===== src/core/ies_pkg.sv =====
// Purpose: shared constants and types of the interrupt entry/exit sequencer
// Assumes: 8-bit register port, 16-bit program and stack addresses
// Notes: stack pointer offsets are local choices
package ies_pkg;
	// ****************************************
	// register offsets
	// ****************************************
	localparam logic [7:0] ADR_FLAGS = 8'hD5;
	localparam logic [7:0] ADR_SPH   = 8'hD8;
	localparam logic [7:0] ADR_SPL   = 8'hD9;
	localparam logic [7:0] ADR_FVPH  = 8'hDA;
	localparam logic [7:0] ADR_FVPL  = 8'hDB;
	localparam logic [7:0] ADR_IMR   = 8'hDD;
	localparam logic [7:0] ADR_SYM   = 8'hDE;
	// ****************************************
	// field positions and reset values
	// ****************************************
	localparam int SYM_GIE  = 0;
	localparam int SYM_FEN  = 1;
	localparam int SYM_FSEL = 2;
	localparam int FLG_BANK = 0;
	localparam int FLG_FIS  = 1;
	localparam int FLG_DEC  = 2;
	localparam logic [7:0]  FLAGS_RST = 8'h00;
	localparam logic [7:0]  IMR_RST   = 8'h00;
	localparam logic [15:0] SP_RST    = 16'h0000;
	localparam logic [15:0] FVP_RST   = 16'h0000;
	// ****************************************
	// timing counts in clock cycles
	// ****************************************
	localparam logic [4:0] FAST_CYCLES = 5'h06;
	localparam logic [4:0] NORM_CYCLES = 5'h10;
	typedef enum logic [3:0] {
		ST_IDLE, ST_PSH_L, ST_PSH_H, ST_PSH_F, ST_VEC_H, ST_VEC_L, ST_VEC_J,
		ST_WAIT, ST_RET_F, ST_RET_H, ST_RET_L, ST_RET_J
	} ies_state_t;
endpackage


===== src/core/ies_flags_if.sv =====
// Purpose: carries flag commands between sequencer and flag store
// Assumes: one clock domain
// Notes: none
`timescale 1ns/1ps
interface ies_flags_if;
	logic       alu_we;
	logic [7:0] alu_val;
	logic       reg_we;
	logic [7:0] reg_val;
	logic       pop_we;
	logic [7:0] pop_val;
	logic       sb0;
	logic       sb1;
	logic       fast_enter;
	logic       fast_leave;
	logic [7:0] flags;
	logic [7:0] shadow;
	modport ctl (output alu_we, alu_val, reg_we, reg_val, pop_we, pop_val,
		sb0, sb1, fast_enter, fast_leave, input flags, shadow);
	modport store (input alu_we, alu_val, reg_we, reg_val, pop_we, pop_val,
		sb0, sb1, fast_enter, fast_leave, output flags, shadow);
endinterface


===== src/core/ies_pick.sv =====
// Purpose: picks the winning level among qualified requests
// Assumes: level 0 has the highest priority
// Notes: combinational
`timescale 1ns/1ps
module ies_pick
(
	// requests
	input  wire logic [7:0] req,
	// result
	output logic            any,
	output logic [2:0]      level
);
	function automatic logic [2:0] first_set(input logic [7:0] v);
		first_set = 3'h0;
		for (int i = 7; i >= 0; i--)
		begin
			if (v[i])
				first_set = 3'(i);
		end
	endfunction

	assign any   = |req;
	assign level = first_set(req);
endmodule


===== src/core/ies_flags.sv =====
// Purpose: condition flag register with fast shadow copy
// Assumes: commands arrive as one-cycle pulses
// Notes: shadow copy has no register address
`timescale 1ns/1ps
module ies_flags
(
	// clock and reset
	input  wire logic clk,
	input  wire logic rst_n,
	// commands and state
	ies_flags_if.store fi
);
	// ****************************************
	// flags
	// ****************************************
	always_ff @(posedge clk)
	begin
		if (!rst_n)
			fi.flags <= ies_pkg::FLAGS_RST;
		else if (fi.fast_enter)
			fi.flags[ies_pkg::FLG_FIS] <= 1'b1;
		else if (fi.fast_leave)
		begin
			fi.flags <= fi.shadow;
			fi.flags[ies_pkg::FLG_FIS] <= 1'b0;
		end
		else if (fi.pop_we)
			fi.flags <= fi.pop_val;
		else
		begin
			// alu wins a collision with a direct write; result is not defined anyway
			if (fi.alu_we)
				fi.flags[7:ies_pkg::FLG_DEC] <= fi.alu_val[7:ies_pkg::FLG_DEC];
			else if (fi.reg_we)
				fi.flags <= fi.reg_val;
			if (fi.sb0)
				fi.flags[ies_pkg::FLG_BANK] <= 1'b0;
			else if (fi.sb1)
				fi.flags[ies_pkg::FLG_BANK] <= 1'b1;
		end
	end

	// ****************************************
	// shadow copy
	// ****************************************
	always_ff @(posedge clk)
	begin
		if (!rst_n)
			fi.shadow <= ies_pkg::FLAGS_RST;
		else if (fi.fast_enter)
			fi.shadow <= fi.flags;
	end
endmodule


===== src/core/ies_seq.sv =====
// Purpose: interrupt entry and return sequencer of the cpu core
// Assumes: memories answer a read one cycle after the strobe
// Notes: pc_in is the address of the next instruction at boundaries
//
// Summary of operation
// - serve only enabled, unmasked, winning, source-enabled requests
// - accept at instruction end, then interrupt cycle
// - entry clears global enable, saves, vectors
// - return restores pc, flags, sets global enable
// - vector table sits in 00H to FFH
// - push pc low, pc high, then flags
// - read vector high then low, jump
// - vector entries start at even addresses
// - nested entry allowed once handler re-enables
// - fast pointer is high byte, low byte pair
// - fast overhead 6 cycles, normal 16
// - three-bit field picks fast level, enable gates
// - fast entry copies flags into unmapped shadow
// - any level zero to seven may be fast
// - fast entry swaps pc, shadows, sets fast flag
// - fast return swaps back, restores, clears flag
// - fast works with either pending clear style
// - only fast enable switches fast; global gates all
// - flag bits: cond, decimal, fast, bank
// - alu and direct flag write collide: undefined
// - reset clears fast and global enable
// - fast flag blocks interrupts, forces fast return
// - bank ops clear or set bank bit
`timescale 1ns/1ps
module ies_seq
(
	// clock and reset
	input  wire logic        clk,
	input  wire logic        rst_n,
	// instruction stream
	input  wire logic        instr_end,
	input  wire logic        op_ei,
	input  wire logic        op_di,
	input  wire logic        op_interrupt_return_op,
	input  wire logic        op_sb0,
	input  wire logic        op_sb1,
	input  wire logic        alu_flag_we,
	input  wire logic [7:0]  alu_flags,
	// program counter
	input  wire logic [15:0] pc_in,
	output logic             busy,
	output logic             pc_load_r,
	output logic [15:0]      pc_new_r,
	// register port
	input  wire logic [7:0]  reg_addr,
	input  wire logic        reg_we,
	input  wire logic [7:0]  reg_wdata,
	output logic [7:0]       reg_rdata_r,
	// interrupt sources
	input  wire logic [7:0]  src_pend,
	input  wire logic [7:0]  src_en,
	input  wire logic [7:0]  vec_addr,
	output logic             irq_ack_r,
	output logic [2:0]       ack_level_r,
	// stack memory
	output logic             mem_we_r,
	output logic             mem_re_r,
	output logic [15:0]      mem_addr_r,
	output logic [7:0]       mem_wdata_r,
	input  wire logic [7:0]  mem_rdata,
	// program memory
	output logic             prog_re_r,
	output logic [15:0]      prog_addr_r,
	input  wire logic [7:0]  prog_rdata,
	// status
	output logic [7:0]       flags_out,
	output logic             gie
);
	ies_pkg::ies_state_t st_r;
	ies_flags_if         fi ();
	logic                gie_r;
	logic                fen_r;
	logic [2:0]          fsel_r;
	logic [7:0]          imr_r;
	logic [15:0]         sp_r;
	logic [15:0]         fvp_r;
	logic [15:0]         ret_pc_r;
	logic [15:0]         tgt_r;
	logic [7:0]          vec_r;
	logic [4:0]          cnt_r;
	logic                pick_any;
	logic [2:0]          pick_lvl;
	logic                fast_service_flag;
	logic                accept;
	logic                accept_fast;
	logic                accept_norm;
	logic                interrupt_return_op_fast;
	logic                interrupt_return_op_norm;
	logic                sp_dec;
	logic                sp_inc;

	// ****************************************
	// qualification and acceptance
	// ****************************************
	ies_pick u_pick
	(
		.req   (src_pend & src_en & imr_r),
		.any   (pick_any),
		.level (pick_lvl)
	);

	assign fast_service_flag         = fi.flags[ies_pkg::FLG_FIS];
	// global enable and fast flag gate every level, fast ones too
	assign accept      = (st_r == ies_pkg::ST_IDLE) && instr_end && !op_interrupt_return_op
		&& gie_r && !fast_service_flag && pick_any;
	assign accept_fast = accept && fen_r && (pick_lvl == fsel_r);
	assign accept_norm = accept && !accept_fast;
	assign interrupt_return_op_fast   = (st_r == ies_pkg::ST_IDLE) && op_interrupt_return_op && fast_service_flag;
	assign interrupt_return_op_norm   = (st_r == ies_pkg::ST_IDLE) && op_interrupt_return_op && !fast_service_flag;
	assign sp_dec      = accept_norm || (st_r == ies_pkg::ST_PSH_L)
		|| (st_r == ies_pkg::ST_PSH_H);
	assign sp_inc      = interrupt_return_op_norm || (st_r == ies_pkg::ST_RET_F)
		|| (st_r == ies_pkg::ST_RET_H);
	assign busy        = (st_r != ies_pkg::ST_IDLE);
	assign flags_out   = fi.flags;
	assign gie         = gie_r;

	// ****************************************
	// flag store commands
	// ****************************************
	assign fi.alu_we     = alu_flag_we;
	assign fi.alu_val    = alu_flags;
	assign fi.reg_we     = reg_we && (reg_addr == ies_pkg::ADR_FLAGS);
	assign fi.reg_val    = reg_wdata;
	assign fi.pop_we     = (st_r == ies_pkg::ST_RET_H);
	assign fi.pop_val    = mem_rdata;
	assign fi.sb0        = op_sb0;
	assign fi.sb1        = op_sb1;
	assign fi.fast_enter = accept_fast;
	assign fi.fast_leave = interrupt_return_op_fast;

	ies_flags u_flags
	(
		.clk   (clk),
		.rst_n (rst_n),
		.fi    (fi.store)
	);

	// ****************************************
	// system mode and mask registers
	// ****************************************
	always_ff @(posedge clk)
	begin
		if (!rst_n)
		begin
			gie_r <= 1'b0;
			fen_r <= 1'b0;
		end
		else
		begin
			if (reg_we && (reg_addr == ies_pkg::ADR_SYM))
			begin
				gie_r <= reg_wdata[ies_pkg::SYM_GIE];
				fen_r <= reg_wdata[ies_pkg::SYM_FEN];
			end
			if (op_ei)
				gie_r <= 1'b1;
			else if (op_di)
				gie_r <= 1'b0;
			if (interrupt_return_op_fast || interrupt_return_op_norm)
				gie_r <= 1'b1;
			if (accept)
				gie_r <= 1'b0;
		end
	end

	// fast level select is left as is by reset
	always_ff @(posedge clk)
	begin
		if (reg_we && (reg_addr == ies_pkg::ADR_SYM))
			fsel_r <= reg_wdata[ies_pkg::SYM_FSEL +: 3];
	end

	always_ff @(posedge clk)
	begin
		if (!rst_n)
			imr_r <= ies_pkg::IMR_RST;
		else if (reg_we && (reg_addr == ies_pkg::ADR_IMR))
			imr_r <= reg_wdata;
	end

	// ****************************************
	// fast vector pointer
	// ****************************************
	always_ff @(posedge clk)
	begin
		if (!rst_n)
			fvp_r <= ies_pkg::FVP_RST;
		else if (accept_fast || interrupt_return_op_fast)
			fvp_r <= pc_in;
		else if (reg_we && (reg_addr == ies_pkg::ADR_FVPH))
			fvp_r[15:8] <= reg_wdata;
		else if (reg_we && (reg_addr == ies_pkg::ADR_FVPL))
			fvp_r[7:0] <= reg_wdata;
	end

	// ****************************************
	// stack pointer
	// ****************************************
	always_ff @(posedge clk)
	begin
		if (!rst_n)
			sp_r <= ies_pkg::SP_RST;
		else if (sp_dec)
			sp_r <= sp_r - 16'h0001;
		else if (sp_inc)
			sp_r <= sp_r + 16'h0001;
		else if (reg_we && (reg_addr == ies_pkg::ADR_SPH))
			sp_r[15:8] <= reg_wdata;
		else if (reg_we && (reg_addr == ies_pkg::ADR_SPL))
			sp_r[7:0] <= reg_wdata;
	end

	// ****************************************
	// stack bus
	// ****************************************
	always_ff @(posedge clk)
	begin
		if (!rst_n)
		begin
			mem_we_r    <= 1'b0;
			mem_re_r    <= 1'b0;
			mem_addr_r  <= 16'h0000;
			mem_wdata_r <= 8'h00;
		end
		else
		begin
			mem_we_r   <= sp_dec;
			mem_re_r   <= sp_inc;
			mem_addr_r <= sp_dec ? (sp_r - 16'h0001) : sp_r;
			if (accept_norm)
				mem_wdata_r <= pc_in[7:0];
			else if (st_r == ies_pkg::ST_PSH_L)
				mem_wdata_r <= ret_pc_r[15:8];
			else if (st_r == ies_pkg::ST_PSH_H)
				mem_wdata_r <= fi.flags;
		end
	end

	// ****************************************
	// vector fetch bus
	// ****************************************
	always_ff @(posedge clk)
	begin
		if (!rst_n)
		begin
			prog_re_r   <= 1'b0;
			prog_addr_r <= 16'h0000;
		end
		else
		begin
			prog_re_r   <= (st_r == ies_pkg::ST_PSH_F) || (st_r == ies_pkg::ST_VEC_H);
			// table lives in the first page; low bit picks the second byte
			prog_addr_r <= {8'h00, vec_r[7:1], st_r == ies_pkg::ST_VEC_H};
		end
	end

	// ****************************************
	// sequencer
	// ****************************************
	always_ff @(posedge clk)
	begin
		if (!rst_n)
		begin
			st_r        <= ies_pkg::ST_IDLE;
			cnt_r       <= 5'h00;
			ret_pc_r    <= 16'h0000;
			tgt_r       <= 16'h0000;
			vec_r       <= 8'h00;
			irq_ack_r   <= 1'b0;
			ack_level_r <= 3'h0;
			pc_load_r   <= 1'b0;
			pc_new_r    <= 16'h0000;
		end
		else
		begin
			irq_ack_r <= accept;
			pc_load_r <= 1'b0;
			if (st_r != ies_pkg::ST_IDLE)
				cnt_r <= cnt_r - 5'h01;
			unique case (st_r)
				ies_pkg::ST_IDLE:
				begin
					if (accept)
					begin
						ack_level_r <= pick_lvl;
						ret_pc_r    <= pc_in;
						vec_r       <= {vec_addr[7:1], 1'b0};
						tgt_r       <= fvp_r;
						cnt_r       <= accept_fast ? (ies_pkg::FAST_CYCLES - 5'h01)
							: (ies_pkg::NORM_CYCLES - 5'h01);
						st_r        <= accept_fast ? ies_pkg::ST_WAIT : ies_pkg::ST_PSH_L;
					end
					else if (interrupt_return_op_fast)
					begin
						pc_load_r <= 1'b1;
						pc_new_r  <= fvp_r;
					end
					else if (interrupt_return_op_norm)
						st_r <= ies_pkg::ST_RET_F;
				end
				ies_pkg::ST_PSH_L: st_r <= ies_pkg::ST_PSH_H;
				ies_pkg::ST_PSH_H: st_r <= ies_pkg::ST_PSH_F;
				ies_pkg::ST_PSH_F: st_r <= ies_pkg::ST_VEC_H;
				ies_pkg::ST_VEC_H: st_r <= ies_pkg::ST_VEC_L;
				ies_pkg::ST_VEC_L:
				begin
					tgt_r[15:8] <= prog_rdata;
					st_r        <= ies_pkg::ST_VEC_J;
				end
				ies_pkg::ST_VEC_J:
				begin
					tgt_r[7:0] <= prog_rdata;
					st_r       <= ies_pkg::ST_WAIT;
				end
				ies_pkg::ST_WAIT:
				begin
					// stall pads entry to its fixed overhead
					if (cnt_r == 5'h00)
					begin
						pc_load_r <= 1'b1;
						pc_new_r  <= tgt_r;
						st_r      <= ies_pkg::ST_IDLE;
					end
				end
				ies_pkg::ST_RET_F: st_r <= ies_pkg::ST_RET_H;
				ies_pkg::ST_RET_H: st_r <= ies_pkg::ST_RET_L;
				ies_pkg::ST_RET_L:
				begin
					tgt_r[15:8] <= mem_rdata;
					st_r        <= ies_pkg::ST_RET_J;
				end
				ies_pkg::ST_RET_J:
				begin
					pc_load_r <= 1'b1;
					pc_new_r  <= {tgt_r[15:8], mem_rdata};
					st_r      <= ies_pkg::ST_IDLE;
				end
			endcase
		end
	end

	// ****************************************
	// register read-back
	// ****************************************
	always_ff @(posedge clk)
	begin
		if (!rst_n)
			reg_rdata_r <= 8'h00;
		else
		begin
			unique case (reg_addr)
				ies_pkg::ADR_FLAGS: reg_rdata_r <= fi.flags;
				ies_pkg::ADR_SPH:   reg_rdata_r <= sp_r[15:8];
				ies_pkg::ADR_SPL:   reg_rdata_r <= sp_r[7:0];
				ies_pkg::ADR_FVPH:  reg_rdata_r <= fvp_r[15:8];
				ies_pkg::ADR_FVPL:  reg_rdata_r <= fvp_r[7:0];
				ies_pkg::ADR_IMR:   reg_rdata_r <= imr_r;
				ies_pkg::ADR_SYM:   reg_rdata_r <= {3'h0, fsel_r, fen_r, gie_r};
				default:            reg_rdata_r <= 8'h00;
			endcase
		end
	end
endmodule


===== config.mk =====
export PLATFORM = sky130hd
export DESIGN_NAME = ies_seq
export DESIGN_NICKNAME = d
export VERILOG_FILES = /design/src/core/ies_pkg.sv /design/src/core/ies_flags_if.sv /design/src/core/ies_pick.sv /design/src/core/ies_flags.sv /design/src/core/ies_seq.sv
export SDC_FILE = /design/constraint.sdc
export NUM_CORES = 1
export LEC_CHECK = 0
export ABC_AREA = 1
export BUFFER_PORTS_ARGS = -buffer_cell sky130_fd_sc_hd__buf_2
export CAP_MARGIN = 20
export CELL_PAD_IN_SITES_DETAIL_PLACEMENT = 1
export CELL_PAD_IN_SITES_GLOBAL_PLACEMENT = 1
export CORE_MARGIN = 8
export CORE_UTILIZATION = 42
export CTS_CLUSTER_SIZE = 40
export DETAILED_ROUTE_END_ITERATION = 16
export GPL_TIMING_DRIVEN = 0
export PLACE_DENSITY_LB_ADDON = 0.25
export SLEW_MARGIN = 20
export SYNTH_ARGS = -nofsm -noshare
export SYNTH_HDL_FRONTEND = slang
export SYNTH_SLANG_ARGS = --single-unit
export TNS_END_PERCENT = 10

===== constraint.sdc =====
create_clock -name clk -period 4.06 [get_ports clk]
set_input_delay 0.609 -clock clk [delete_from_list [all_inputs] [get_ports clk]]
set_output_delay 0.609 -clock clk [all_outputs]
set_load 0.03 [all_outputs]

==> impl_metrics.py, run 1 <==
metrics = {
    "pwr": {
        "p_per_area_nw_per_um2": 645,
        "switching_power_mw": 2.76,
        "pwr-share-seq_pct": 31.1,
        "peakVddDrop_mv": 0.357,
        "power_frac_comb_pct": 41.2,
        "swShare_pct": 42.6,
        "total_power_mw": 6.47,
        "p_int_mw": 3.71,
        "leakage_nw": 4.68,
        "p_clk_share_pct": 27.7,
    },
    "timing": {
        "fmax_mhz": 340,
        "fin_skew_ns": 0.00956,
        "fin_crit_ns": 2.94,
        "setup_viol": 0,
        "worst_slew_pin_slew_ns": 1.03,
        "slew_viol_final": 0,
        "slew_headroom_pct": 31.1,
        "tns_ns": 0,
        "rsz0062_at_grt": "no",
        "fin_crit_sh_pct": 72.4,
        "setup_slack_ns": 1.12,
        "hold_viol": 0,
    },
    "worst_setup_path": {
        "path_max_fanout": 10,
        "crit_type": "reg2reg",
        "cp.required_ns": 4.42,
        "start_kind": "flop",
        "worstPathArrival_ns": 3.30,
        "end_kind": "flop",
    },
    "yosys": {
        "synth_edf_count": 3,
        "netlist_area_um2": 8220,
        "ys_seq_elements": 164,
        "yosysTopAreaCell": "dfxtp_1",
        "syn_area_per_cell_um2": 6.74,
        "yosys-top-cells-count": "nand2_1 (260), dfxtp_1 (161), nor2_1 (153), inv_1 (150), o21ai_0 (142)",
        "synth.most_common_cell": "nand2_1",
        "syn_inst": 1219,
        "ys_seq_area_share_pct": 40.3,
        "synthTopCellsByArea": "dfxtp_1 (39%), nand2_1 (12%), o21ai_0 (8.6%)",
        "synthArstFlopShare_pct": 0,
        "synth_top_area_share_pct": 39.2,
        "yosysWarnings": 0,
        "ys.flop_type": "dfxtp_1",
        "post_synth_num_cell_types": 43,
    },
    "flow_run": {
        "cap_violations": 0,
    },
    "drt": {
        "viasPerCell": 5.51,
        "vias": 9264,
        "dr.pass1.iters": 5,
        "finalWirelength_um": 34700,
        "drc": 0,
        "wl_per_cell_um": 20.6,
        "ant_nets": 0,
        "drt_iter0_markers": 654,
    },
    "finish": {
        "area_growth_syn_to_layout_pct": 21.9,
        "finalNetCount": 1497,
        "final_layout_size_suffix_gt1_share_pct": 16.2,
        "antenna_cells": 0,
    },
    "die": {
        "rows": 51,
        "core_um2": 19300,
        "die-area_um2": 24300,
        "num_io_pins": 172,
        "start_util_pct": 42.5,
        "die_h_um": 156,
        "die_x_um": 156,
    },
    "grt": {
        "track_usage_pct": 28.5,
        "grt_overflow": 0,
        "grt_max_degree": 17,
        "grt_pass1_wl_um": 53400,
        "grt_pass1_vias": 9555,
        "antenna_found_initial": 0,
    },
    "clocking": {
        "cts.clk_slew.worst_paths_ns": 0.07,
        "cts_tree": "built",
        "cts_buffers": 17,
        "post_cts_buffers": 0,
        "root_buffer": "clkbuf_16",
        "clockBufferDepth": 2,
        "cts_resized": 0,
        "clk_latency_ns": 0.44,
        "cts_sinks": 164,
        "postCtsHoldBufs": 0,
        "ctsHtreeMaxLevel": 4,
    },
    "place": {
        "gp_congestion": 0.940,
        "io_buffer_count": 159,
        "place_ws_ns": 1.09,
        "hpwl_um": 27100,
    },
    "outcome": {
        "outcome": "finished clean",
    },
    "min_path": {
        "hold_path.class": "in2reg",
    },
}
## metal layers
| metal | global-route usage [%] | vias up | share of wire [%] |
|---|---|---|---|
| met5 | 0 | - | 0 |
| met4 | 13.2 | 0 | 3.6 |
| met3 | 5.57 | 77 | 6.3 |
| met2 | 47.7 | 364 | 48 |
| met1 | 34.8 | 4480 | 42 |
| li1 | - | 4343 | - |
## stage by stage
stage,utilization (%),std cells,hold WS [ns],instance area [um2]
CTS,51.8,1681,0.375,10000
detailed placement,48.5,1650,0.427,9370
global route,51.8,1681,0.392,10000
global placement,48.5,1650,0.413,9370
floorplan,-,1226,0.405,8250
finish,51.8,1681,0.378,10000
## registers in the layout, summed over array words and instances (netlist names), 3 cells and up
register           cells
fvp_r                 16
mem_addr_r            16
pc_new_r              16
sp_r                  16
tgt_r                 16
imr_r                  8
mem_wdata_r            8
prog_addr_r            8
reg_rdata_r            8
ret_pc_r               8
u_flags.fi.flags       8
u_flags.fi.shadow      7
vec_r                  7
cnt_r                  5
st_r                   4
ack_level_r            3
fsel_r                 3
## layout make-up
| cell class | instances | area (um2) |
|---|---|---|
| Clock buffer | 20 | 489 |
| Timing Repair Buffer | 159 | 796 |
| Sequential cell | 164 | 3310 |
| Buffer | 61 | 297 |
| Inverter | 162 | 608 |
| Fill cell | 2643 | 9310 |
| Clock inverter | 11 | 160 |
| Tap cell | 265 | 332 |
| Multi-Input combinational cell | 839 | 4030 |
## power by group through the flow
| stage | registers, mW | logic (mW) | clock network, mW |
|---|---|---|---|
| 2_1_floorplan | 2.21 | 1.64 | 0 |
| 3_3_place_gp | 2.04 | 2.56 | 0 |
| 3_5_place_dp | 2.05 | 2.61 | 0 |
| 4_1_cts | 2.01 | 2.64 | 1.81 |
| 5_1_grt | 2.04 | 2.95 | 1.87 |
| 6_report | 2.01 | 2.67 | 1.79 |
## cell families after synthesis
kind of cell | after synthesis | share of synthesized area (%)
other cells | 1 | 0.0456
compound gates | 302 | 20.8
flops | 164 | 40.3
buf+inv | 223 | 11.0
xor+xnor | 18 | 1.92
simple gates | 508 | 25.5
fa+ha+maj | 3 | 0.457
## cells in the final DEF (no fill, tap or decap), types with 2 or more instances in the layout
master      count
nand2_1       260
buf_2         164
dfxtp_1       161
nor2_1        153
inv_1         150
o21ai_0       142
a21oi_1        76
nand3_1        61
clkbuf_1       36
o22ai_1        20
clkbuf_16      19
a211oi_1       17
a31oi_1        15
xor2_1         15
nor3_1         14
buf_4          12
a221oi_1        9
inv_2           8
conb_1          8
buf_1           5
nand4_1         5
o211ai_1        5
a2111oi_0       5
clkinv_1        4
nor2_2          4
a41oi_1         4
nand2_2         3
xnor2_1         3
o221ai_1        3
ha_1            3
bufinv_16       3
inv_6           3
edfxtp_1        3
o21bai_1        2
buf_6           2
o31ai_1         2
o2bb2ai_1       2
clkinv_4        2
clkinvlp_4      2
## critical path: stages (launching register included)
cell and delay [ns]:
dfxtp_1 0.37, inv_1 0.05, nor2_1 0.24, inv_1 0.14, nor2_1 0.57, nor2_1 0.23, a21oi_1 0.66, buf_2 0.34
o21ai_0 0.12, a21oi_1 0.16
## worst paths after layout
path / start / end / slack (ns) / cells past startpoint
hold / removal: pc_in[13] / ret_pc_r[13] / 0.38 / 3
setup reg to reg: st_r[3] / tgt_r[14] / 1.12 / 9
hold reg to reg: vec_r[2] / prog_addr_r[2] / 0.44 / 2
setup / recovery: st_r[3] / tgt_r[14] / 1.12 / 9
Power figures use the tool's default switching activity.
==> run 2: changes to the inputs <==
--- a/config.mk
+++ b/config.mk
@@ -5,13 +5,13 @@
 export SDC_FILE = /design/constraint.sdc
 export NUM_CORES = 1
 export LEC_CHECK = 0
-export ABC_AREA = 1
+export ABC_AREA = 0
 export BUFFER_PORTS_ARGS = -buffer_cell sky130_fd_sc_hd__buf_2
 export CAP_MARGIN = 20
 export CELL_PAD_IN_SITES_DETAIL_PLACEMENT = 1
 export CELL_PAD_IN_SITES_GLOBAL_PLACEMENT = 1
 export CORE_MARGIN = 8
-export CORE_UTILIZATION = 42
+export CORE_UTILIZATION = 40
 export CTS_CLUSTER_SIZE = 40
 export DETAILED_ROUTE_END_ITERATION = 16
 export GPL_TIMING_DRIVEN = 0
==> constraint.sdc (replaced) <==
create_clock -name clk -period 2.96 [get_ports clk]
set_input_delay 0.444 -clock clk [delete_from_list [all_inputs] [get_ports clk]]
set_output_delay 0.444 -clock clk [all_outputs]
set_load 0.03 [all_outputs]
==> run 2 against run 1 <==
The flow now finishes with violations (negative setup slack). Via count is 3.9% lower. Combinational power is 62% higher. Clock-buffer cell count is 2 lower. Largest power group unchanged. Highest routed layer is now met5.
==> impl_metrics.py, run 2 <==
metrics = {
    "place": {
        "hpwl_um": 26100,
        "io_buffer_count": 156,
        "gp_congestion": 0.914,
        "place_ws_ns": -0.732,
    },
    "finish": {
        "area_growth_syn_to_layout_pct": 24.9,
        "finalNetCount": 1326,
        "final_util_pct": 50.3,
        "final_layout_size_suffix_gt1_share_pct": 21.4,
        "regArea_um2": 3320,
        "final_cell_mix": "buf_2 (159), dfxtp_1 (156), nor2_1 (145)",
        "multi_input_area_um2": 4790,
        "final_common_cell": "buf_2",
        "fill_cells": 2590,
    },
    "grt": {
        "track_usage_pct": 26.4,
        "grt_pass1_vias": 9153,
        "grt_pass1_wl_um": 53200,
        "grt_overflow": 0,
        "grt_max_degree": 17,
        "antenna_found_initial": 3,
    },
    "worst_setup_path": {
        "end_kind": "flop",
        "cp.required_ns": 3.24,
        "reg2regPathDepth": 8,
        "path_max_fanout": 8,
        "worstPathArrival_ns": 3.29,
        "crit_type": "reg2reg",
        "start_kind": "flop",
    },
    "yosys": {
        "synthArstFlopShare_pct": 0,
        "synth_edf_count": 3,
        "yosys-top-cells-count": "dfxtp_1 (161), nor2_1 (148), nand2_1 (141), mux2i_1 (72), a21oi_1 (67)",
        "yosysTopAreaCell": "dfxtp_1",
        "ys.flop_type": "dfxtp_1",
        "post_synth_num_cell_types": 66,
        "netlist_area_um2": 8370,
        "ys_seq_elements": 164,
        "syn_inst": 1043,
        "synthTopCellsByArea": "dfxtp_1 (39%), mux2i_1 (8.6%), nor2_1 (6.6%)",
        "synth_top_area_share_pct": 38.5,
        "synth.most_common_cell": "dfxtp_1",
        "syn_area_per_cell_um2": 8.02,
        "ys_seq_area_share_pct": 39.6,
        "yosysWarnings": 0,
    },
    "pwr": {
        "swShare_pct": 41.5,
        "p_int_mw": 5.62,
        "p_clk_share_pct": 25.6,
        "p_per_area_nw_per_um2": 920,
        "power_frac_comb_pct": 45.0,
        "leakage_nw": 4.20,
        "peakVddDrop_mv": 0.465,
        "switching_power_mw": 3.99,
        "pwr-share-seq_pct": 29.4,
    },
    "timing": {
        "worst_slew_pin_slew_ns": 1.03,
        "setup_viol": 2,
        "slew_viol_final": 0,
        "fin_skew_ns": 0.0142,
        "fin_crit_ns": 3.01,
        "fin_crit_sh_pct": 102,
        "tns_ns": -0.0596,
        "rsz0062_at_grt": "yes",
        "fmax_mhz": 332,
        "setup_slack_ns": -0.0479,
        "slew_headroom_pct": 31.5,
        "hold_viol": 0,
    },
    "die": {
        "die_x_um": 161,
        "die-area_um2": 25800,
        "num_io_pins": 172,
        "die_h_um": 161,
        "core_um2": 20800,
        "rows": 53,
        "start_util_pct": 40.3,
    },
    "drt": {
        "wl_per_cell_um": 22.8,
        "drt_iter0_markers": 760,
        "ant_nets": 0,
        "viasPerCell": 5.85,
        "dr.pass1.iters": 5,
        "finalWirelength_um": 34800,
        "drc": 0,
        "vias": 8904,
    },
    "min_path": {
        "hold_depth": 3,
        "hold_path.class": "in2reg",
    },
    "clocking": {
        "root_buffer": "clkbuf_16",
        "cts_sinks": 164,
        "cts_buffers": 17,
        "ctsHtreeMaxLevel": 4,
        "postCtsHoldBufs": 0,
        "cts.clk_slew.worst_paths_ns": 0.08,
        "clockBufferDepth": 2,
        "cts_tree": "built",
        "clk_latency_ns": 0.44,
    },
    "flow_run": {
        "cap_violations": 0,
    },
    "outcome": {
        "violations": "negative setup slack",
        "outcome": "complete, but fails checks",
    },
}
-- run 2: cell count changes in the layout (fill, tap and decap cells not counted), sizes merged, moves of 18 or more --
cell,delta
nand3,-30
nand2,-122
o22ai,-18
clkbuf,+22
o21ai,-79
a22oi,+21
inv,-143
a311oi,+40
mux2i,+72
-- run 2: layer usage --
layer,routed length (um),part of all wire (%),global-route usage [%]
met2,15600,45,41.6
met5,18,0.052,0
met3,2990,8.6,7.35
met4,915,2.6,8.75
met1,15200,44,34.1
-- run 2: repair_timing --
| item | 4_1_cts | 5_1_grt |
|---|---|---|
| endpoints found under the setup margin | 95 | 85 |
| pin swaps | 4 | 10 |
| buffers inserted | 3 | 6 |
| cloned | 0 | 2 |
| resized for setup | 30 | 28 |
| endpoints found under the hold margin | 0 | 0 |
-- run 2: logic make-up after synthesis --
group / Yosys count / synth area share (%)
fa+ha+maj: 3 / 0.449
mux: 72 / 8.61
compound gates: 267 / 21.5
xor+xnor: 18 / 1.88
buf+inv: 98 / 4.93
simple gates: 420 / 23.0
other cells: 1 / 0.0448
flops: 164 / 39.6
-- run 2: final timing paths --
kind,from,endpoint,slack [ns]
max,sp_r[8],sp_r[15],-0.05
min,vec_addr[4],vec_r[4],0.25
max reg2reg,sp_r[8],sp_r[15],-0.05
min reg2reg,vec_r[4],vec_r[4],0.45
-- run 2: per-stage QoR --
step / area [um2] / hold WS [ns] / instances / total power, mW
floorplan: 8390 / 0.430 / 1050 / 5.42
global placement: 9520 / 0.436 / 1481 / 6.50
detailed placement: 9530 / 0.441 / 1482 / 6.60
CTS: 10300 / 0.239 / 1515 / 9.26
global route: 10400 / 0.246 / 1522 / 10.1
finish: 10400 / 0.246 / 1522 / 9.61
-- run 2: final cells by class --
class | count | area share, %
multi-input cells | 788 | 45.8
flip-flops and latches | 164 | 31.8
repair buffers | 168 | 8.67
clock buffers | 18 | 4.11
plain buffers | 82 | 3.84
well taps | 275 | 3.29
clock inverters | 14 | 2.02
inverters | 12 | 0.431
diodes | 1 | 0.0240
-- run 2: power groups by stage --
| stage | logic (mW) | registers [mW] | clock network, mW |
|---|---|---|---|
| after CTS | 3.97 | 2.81 | 2.48 |
| after floorplan | 2.36 | 3.06 | 0 |
| after detailed placement | 3.76 | 2.84 | 0 |
| after global routing | 4.65 | 2.86 | 2.59 |
| after global placement | 3.67 | 2.82 | 0 |
| final | 4.32 | 2.82 | 2.46 |
-- run 2: worst max-delay path: stages (launching register included) --
cell	delay (ns)
dfxtp_2	0.40
or3_1	0.39
or4_4	0.56
or3_4	0.37
or3_4	0.36
or3_4	0.38
a21boi_0	0.15
o21ai_1	0.16
a21oi_1	0.08
